File: src/verilog/dlpsc_pkg.sv
// package: constants and types for the dram low-power state control block
package dlpsc_pkg;

  // command bus widths
  localparam int CA_WIDTH = 10;

  // ca bit positions used in decode
  localparam int CA0_POS = 0;
  localparam int CA1_POS = 1;
  localparam int CA2_POS = 2;

  // timing figures (ns) and derived cycle counts at 100 MHz
  localparam int CLK_PERIOD_NS = 10;
  localparam int TXP_NS = 8;
  localparam int TXP_CYCLES =
    (TXP_NS + CLK_PERIOD_NS - 1) / CLK_PERIOD_NS;
  localparam int STABLE_CLK_CYCLES = 2;
  localparam int INIT_CYCLES = 8;
  localparam int CNT_WIDTH = 8;

  // power state machine, one-hot
  typedef enum logic [4:0] {
    ST_ACTIVE    = 5'h01,
    ST_PWR_DOWN  = 5'h02,
    ST_DEEP_PD   = 5'h04,
    ST_INIT      = 5'h08,
    ST_EXIT_WAIT = 5'h10
  } dlpsc_state_type;

endpackage

File: src/verilog/dlpsc_cmd_if.sv
// interface: sampled pin values passed from pin stage to the state control
`timescale 1ns/1ps
`default_nettype none
interface dlpsc_cmd_if;
  logic                          cke;
  logic                          ckePrev;
  logic                          csN;
  logic [dlpsc_pkg::CA_WIDTH-1:0] ca;
  modport source (output cke, output ckePrev, output csN, output ca);
  modport sink   (input cke, input ckePrev, input csN, input ca);
endinterface
`default_nettype wire

File: src/verilog/dlpsc_top.sv
// module: low-power state control of an lpddr3 dram die
// ----------------------------------------------------------------
// How it works
// - cke low with cs_n high on an edge enters power-down; inputs ignored
// - cke low, cs_n low, ca0 ca1 high, ca2 low enters deep power-down
// - deep power-down entry marks array contents lost
// - cke high exits deep power-down; full init needed before normal use
// - cs_n high during change with cke high; ready after 2tCK plus tXP; a change is not seen here, only power-down exit waits 2tCK plus tXP
// - cs_n high during stop with cke high; ready after 2tCK plus tXP; a clock stop is not seen here, only power-down exit waits 2tCK plus tXP
// - nop decodes as cs_n high, or cs_n low with ca0..ca2 high
// - nop never terminates an operation already in progress
// ----------------------------------------------------------------
`timescale 1ns/1ps
`default_nettype none
module dlpsc_top (
  // clock and reset
  input  wire logic                          ref_clk,
  input  wire logic                          reset_n,
  // command pins from the controller
  input  wire logic                          ckePin,
  input  wire logic                          csNPin,
  input  wire logic [dlpsc_pkg::CA_WIDTH-1:0] caPin,
  // initialisation sequence finished, from the init engine
  input  wire logic                          initDone,
  // power state
  output logic                               powerDown,
  output logic                               deepPowerDown,
  // readiness after exit or initialisation
  output logic                               initRequired,
  output logic                               dataLost,
  output logic                               readyNormal,
  // command observation
  output logic                               nopSeen,
  output logic                               inputsGated
);
  dlpsc_cmd_if cmd ();

  dlpsc_pin_sync u_sync (
    .ref_clk (ref_clk),
    .reset_n (reset_n),
    .ckePin  (ckePin),
    .csNPin  (csNPin),
    .caPin   (caPin),
    .cmd     (cmd)
  );

  dlpsc_pkg::dlpsc_state_type state;
  dlpsc_pkg::dlpsc_state_type next_state;
  logic [dlpsc_pkg::CNT_WIDTH-1:0] count;
  logic [dlpsc_pkg::CNT_WIDTH-1:0] next_count;
  logic next_powerDown;
  logic next_deepPowerDown;
  logic next_initRequired;
  logic next_dataLost;
  logic next_readyNormal;
  logic next_nopSeen;
  logic next_inputsGated;

  // ----------------------------------------------------------------
  // command decode
  // ----------------------------------------------------------------
  logic isDpdCmd;
  logic isNop;
  logic ckeSteady;

  assign isDpdCmd = !cmd.csN
                    && cmd.ca[dlpsc_pkg::CA0_POS]
                    && cmd.ca[dlpsc_pkg::CA1_POS]
                    && !cmd.ca[dlpsc_pkg::CA2_POS];
  // deselect is a nop whatever ca carries
  assign isNop = cmd.csN
                 || (cmd.ca[dlpsc_pkg::CA0_POS]
                     && cmd.ca[dlpsc_pkg::CA1_POS]
                     && cmd.ca[dlpsc_pkg::CA2_POS]);
  // a nop is only meaningful with a steady cke level
  assign ckeSteady = (cmd.cke == cmd.ckePrev);

  // ----------------------------------------------------------------
  // power state machine
  // ----------------------------------------------------------------
  // spacing of entry after refresh, activate or mode register access is
  // the controller's to keep; the die only sees the cke edge, so a late
  // burst is not caught here
  always_comb begin
    next_state         = state;
    next_deepPowerDown = deepPowerDown;
    next_initRequired  = initRequired;
    next_dataLost      = dataLost;
    next_readyNormal   = readyNormal;
    next_powerDown     = 1'b0;
    next_inputsGated   = 1'b0;
    case (state)
      dlpsc_pkg::ST_ACTIVE: begin
        next_readyNormal = !initRequired;
        // entry needs cke seen high one sample earlier: a cke held low
        // through reset enters nothing until it has been raised once
        if (!cmd.cke && cmd.ckePrev) begin
          if (isDpdCmd) begin
            next_state         = dlpsc_pkg::ST_DEEP_PD;
            next_deepPowerDown = 1'b1;
            next_dataLost      = 1'b1;
            next_initRequired  = 1'b1;
            next_readyNormal   = 1'b0;
            next_inputsGated   = 1'b1;
          end else if (cmd.csN) begin
            next_state       = dlpsc_pkg::ST_PWR_DOWN;
            next_powerDown   = 1'b1;
            next_readyNormal = 1'b0;
            next_inputsGated = 1'b1;
          end
        end
      end
      dlpsc_pkg::ST_PWR_DOWN: begin
        // everything but cke is a don't-care while down
        next_powerDown   = 1'b1;
        next_inputsGated = 1'b1;
        if (cmd.cke) begin
          next_state     = dlpsc_pkg::ST_EXIT_WAIT;
          next_powerDown = 1'b0;
        end
      end
      dlpsc_pkg::ST_DEEP_PD: begin
        // clock may be stopped here; exit sampled only on cke rise
        next_inputsGated = 1'b1;
        if (cmd.cke) begin
          next_state         = dlpsc_pkg::ST_INIT;
          next_deepPowerDown = 1'b0;
          next_inputsGated   = 1'b0;
        end
      end
      dlpsc_pkg::ST_INIT: begin
        // held off normal use until the full init sequence is done
        if (initDone) begin
          next_state        = dlpsc_pkg::ST_ACTIVE;
          next_initRequired = 1'b0;
          next_dataLost     = 1'b0;
          next_readyNormal  = 1'b1;
        end
      end
      dlpsc_pkg::ST_EXIT_WAIT: begin
        // exit latency: two clocks plus tXP before commands count
        if (count >= dlpsc_pkg::CNT_WIDTH'(dlpsc_pkg::STABLE_CLK_CYCLES
                     + dlpsc_pkg::TXP_CYCLES - 1)) begin
          // one clock only: a frequency change cannot be seen here
          next_state       = dlpsc_pkg::ST_ACTIVE;
          next_readyNormal = !initRequired;
        end
      end
      default: begin
        next_state = dlpsc_pkg::ST_ACTIVE;
      end
    endcase
  end

  // ----------------------------------------------------------------
  // state and output registers
  // ----------------------------------------------------------------
  always_ff @(posedge ref_clk) begin
    if (!reset_n) begin
      state         <= dlpsc_pkg::ST_ACTIVE;
      powerDown     <= 1'b0;
      deepPowerDown <= 1'b0;
      initRequired  <= 1'b0;
      dataLost      <= 1'b0;
      readyNormal   <= 1'b1;
      inputsGated   <= 1'b0;
    end else begin
      state         <= next_state;
      powerDown     <= next_powerDown;
      deepPowerDown <= next_deepPowerDown;
      initRequired  <= next_initRequired;
      dataLost      <= next_dataLost;
      readyNormal   <= next_readyNormal;
      inputsGated   <= next_inputsGated;
    end
  end

  // ----------------------------------------------------------------
  // exit latency counter
  // ----------------------------------------------------------------
  // counts only while waiting out an exit, so every exit starts at zero
  always_comb begin
    next_count = '0;
    if (state == dlpsc_pkg::ST_EXIT_WAIT) begin
      next_count = count + 1'b1;
    end
  end

  always_ff @(posedge ref_clk) begin
    if (!reset_n) begin
      count <= '0;
    end else begin
      count <= next_count;
    end
  end

  // ----------------------------------------------------------------
  // nop tracking
  // ----------------------------------------------------------------
  // a nop only raises a flag: running operations are left alone
  always_comb begin
    next_nopSeen = isNop && ckeSteady;
  end

  always_ff @(posedge ref_clk) begin
    if (!reset_n) begin
      nopSeen <= 1'b0;
    end else begin
      nopSeen <= next_nopSeen;
    end
  end
endmodule
`default_nettype wire

File: src/verilog/dlpsc_pin_sync.sv
// module: three-stage pin synchroniser for cke, cs_n and ca
`timescale 1ns/1ps
`default_nettype none
module dlpsc_pin_sync (
  // clock and reset
  input  wire logic                          ref_clk,
  input  wire logic                          reset_n,
  // raw pins
  input  wire logic                          ckePin,
  input  wire logic                          csNPin,
  input  wire logic [dlpsc_pkg::CA_WIDTH-1:0] caPin,
  // synchronised values
  dlpsc_cmd_if.source                         cmd
);
  localparam int W = dlpsc_pkg::CA_WIDTH + 2;

  logic [W-1:0] stage1;
  logic [W-1:0] stage2;
  logic [W-1:0] stage3;
  logic [W-1:0] held;
  logic [W-1:0] next_held;
  logic         prevCke;
  logic         next_prevCke;

  // ----------------------------------------------------------------
  // accept cke once stage two and three agree
  // ----------------------------------------------------------------
  // only cke is filtered: it is a level held for many cycles, while
  // cs_n and ca carry one-cycle commands that a filter would swallow;
  // both leave stage three together, so they stay aligned
  always_comb begin
    next_held = stage3;
    if (stage2[W-1] != stage3[W-1]) begin
      next_held[W-1] = held[W-1];
    end
    next_prevCke = held[W-1];
  end

  // reset values: cke low, cs_n high (idle)
  always_ff @(posedge ref_clk) begin
    if (!reset_n) begin
      stage1  <= {2'h1, {dlpsc_pkg::CA_WIDTH{1'b1}}};
      stage2  <= {2'h1, {dlpsc_pkg::CA_WIDTH{1'b1}}};
      stage3  <= {2'h1, {dlpsc_pkg::CA_WIDTH{1'b1}}};
      held    <= {2'h1, {dlpsc_pkg::CA_WIDTH{1'b1}}};
      prevCke <= 1'b0;
    end else begin
      stage1  <= {ckePin, csNPin, caPin};
      stage2  <= stage1;
      stage3  <= stage2;
      held    <= next_held;
      prevCke <= next_prevCke;
    end
  end

  assign cmd.cke     = held[W-1];
  assign cmd.csN     = held[W-2];
  assign cmd.ca      = held[dlpsc_pkg::CA_WIDTH-1:0];
  assign cmd.ckePrev = prevCke;
endmodule
`default_nettype wire

File: config.mk
export PLATFORM = sky130hd
export DESIGN_NAME = dlpsc_top
export DESIGN_NICKNAME = d
export VERILOG_FILES = /design/src/verilog/dlpsc_pkg.sv /design/src/verilog/dlpsc_cmd_if.sv /design/src/verilog/dlpsc_top.sv /design/src/verilog/dlpsc_pin_sync.sv
export SDC_FILE = /design/constraint.sdc
export NUM_CORES = 1
export LEC_CHECK = 0
export CORE_MARGIN = 1.5
export CORE_UTILIZATION = 63
export DETAILED_ROUTE_END_ITERATION = 8
export DONT_BUFFER_PORTS = 1
export PLACE_DENSITY = 0.79
export SYNTH_ARGS = -nofsm -noshare
export SYNTH_HDL_FRONTEND = slang
export SYNTH_HIERARCHICAL = 1
export SYNTH_SLANG_ARGS = --single-unit
File: constraint.sdc
create_clock -name ref_clk -period 1.9 [get_ports ref_clk]
set_clock_uncertainty 0.05 [all_clocks]
set_input_delay 0.38 -clock ref_clk [delete_from_list [all_inputs] [get_ports ref_clk]]
set_output_delay 0.38 -clock ref_clk [all_outputs]
set_load 0.02 [all_outputs]
==> metrics.txt <==
Detailed Place HPWL=1.546 mm; Fill cells=178; Port Buf Inserts=0; Resize count post-CTS=0; Rel. slew slack=0.7423; CTS buffer count=5; status=completed; floorplan die height=about 52 um; Die Wd=52.35 um; RSZ-0062 raised after global routing=false; fin cells=182; placed cells=175; Leakage=0.5561 nW; GRT Overall Usage=0.1942; maximum vdd drop=between 700 and 800 uV; Mean Syn Cell Area=9.833 um^2; final slew viol count=0; initial antenna violation count=0; ratio of cells with drive above 1 in the final layout=0.06494; Mapped Cells=156; Syn Std Cell Area=0.001534 mm^2; synth-to-layout area growth=1.795%; CP required=approximately 2.1 ns; worst-margin pin slew=~0.38 ns; via count of the first global-routing pass=901; num rows=17; Reg clk slew, reported paths=0.11 ns; Detailed Route WL=2.277 mm; Multi-input gate area=645.6 um^2; P per Cell Area=808.0 mW/mm^2; final period demand of the worst path=approximately 1.7 ns; CTS tree=done; Hold Path Class=in -> reg; Tcrit/Tclk final=0.9013; first-pass GRT wire length=3.760 mm; crit path max fanout=10; max-cap check violation count=0; IO Pins=22; Post-DRT Antenna Nets=0; Yosys warning count=6; via count=1038; setup slack, reg-to-reg=0.19 ns; drt first-iter violations=20; nets=about 170; Crit Path Category=reg -> reg; Fin. Hold Viols=0; fmax=583.9 MHz; CP arrival=1.95 ns; # setup viols final=0; clk_lat worst skew=roughly 0.34 ns; Placer Congestion=0.9037; crit end category=flop; # diodes=0; Residual DRC=0; setup_tns=0 ns; Post-CTS Setup Inserts=0; Max clock buf depth=2; Initial Util=0.6804; Wirelength per Cell=12.51 um; # hold bufs at CTS=0; Root Buffer Master=clkbuf_4; CORE AREA=roughly 0.0023 mm^2; syn_nets=around 170; GR Overflow Total=0; DIE AREA=0.002740 mm^2; router iterations before antenna repair=5; largest net degree at the start of global routing=29; CTS H-tree lvls=2; CP Launch Type=flop; flip-flop and latch area=roughly 800 um^2; clk sink count=40; vias per cell=5.703
-- report_power, final --
| group | leakage [nW] | total, W | internal [W] | switching [W] |
|---|---|---|---|---|
| Sequential | 0.326 | 0.000859 | 0.000853 | 0.00000547 |
| Clock | 0.0271 | 0.000386 | 0.000135 | 0.000251 |
| Combinational | 0.203 | 0.0000170 | 0.0000105 | 0.00000649 |
| Total | 0.556 | 0.00126 | 0.000999 | 0.000263 |
-- metrics by stage --
stage / hold slack, ns / instance area (um^2) / util / setup WS [ns] / total power [W]
3_5_place_dp: 0.3418 / 1511 / 0.6704 / 0.2468 / 0.0008955
5_1_grt: 0.03685 / 1562 / 0.6926 / 0.06071 / 0.001316
6_report: 0.06578 / 1562 / 0.6926 / 0.1875 / 0.001262
3_3_place_gp: 0.3379 / 1511 / 0.6704 / 0.2564 / 0.0008940
4_1_cts: 0.03971 / 1562 / 0.6926 / 0.2069 / 0.001284
2_1_floorplan: 0.3363 / 1534 / - / 0.3267 / 0.0009023
-- flip-flops by register name, summed over array words and instances (netlist names) --
signal,cells
u_sync/stage2,5
u_sync/cmd.ckePrev,1
state,5
readyNormal,1
inputsGated,1
dataLost,1
count,8
u_sync/stage1,5
powerDown,1
nopSeen,1
deepPowerDown,1
u_sync/stage3,5
u_sync/held,5
-- critical path, stage by stage, from the launching register on --
cell     delay, ns
dfxtp_1       0.41
or3_1         0.40
or3_1         0.39
a31oi_1       0.25
o21a_1        0.16
-- metal layers --
metal / share of wire / GRT usage / wire length, um / vias up
met2: 0.46 / 0.3271 / 1056 / 35
met5: 0 / 0 / 0 / -
met3: 0.058 / 0.06857 / 131 / 8
met4: 0.027 / 0.1197 / 62 / 0
li1: - / - / - / 527
met1: 0.45 / 0.2048 / 1026 / 468
-- placed cells by master, fill, tap and decap left out, types with 2 or more instances in the layout --
master      n
dfxtp_1    40
nand2b_1   16
nor2_1     12
nand2_1     8
nand3_1     8
inv_1       6
xor2_1      6
clkbuf_4    5
o21ai_0     4
and2_1      4
nor4_1      3
a31oi_1     3
a21oi_1     3
ha_1        3
nor3_1      2
nand4bb_1   2
or3_1       2
xnor2_1     2
o21a_1      2
and3_1      2
-- area by class of cell --
type | count | area share
inverters | 6 | 0.01442
well taps | 28 | 0.02244
clock inverters | 2 | 0.008013
clock buffers | 5 | 0.02404
repair buffers | 1 | 0.004808
multi-input cells | 100 | 0.4135
flip-flops and latches | 40 | 0.5128
-- final timing paths --
check / cells after the start / to / startpoint
setup reg to reg: 4 / inputsGated$_SDFF_PN0_ / state[3]$_SDFFE_PN0P_
setup / recovery: 4 / inputsGated$_SDFF_PN0_ / state[3]$_SDFFE_PN0P_
hold / removal: 1 / u_sync/stage3[10]$_SDFF_PN1_ / reset_n
hold reg to reg: 1 / u_sync/held[2]$_SDFF_PN1_ / u_sync/stage3[2]$_SDFF_PN1_
Power figures use the tool's default switching activity.
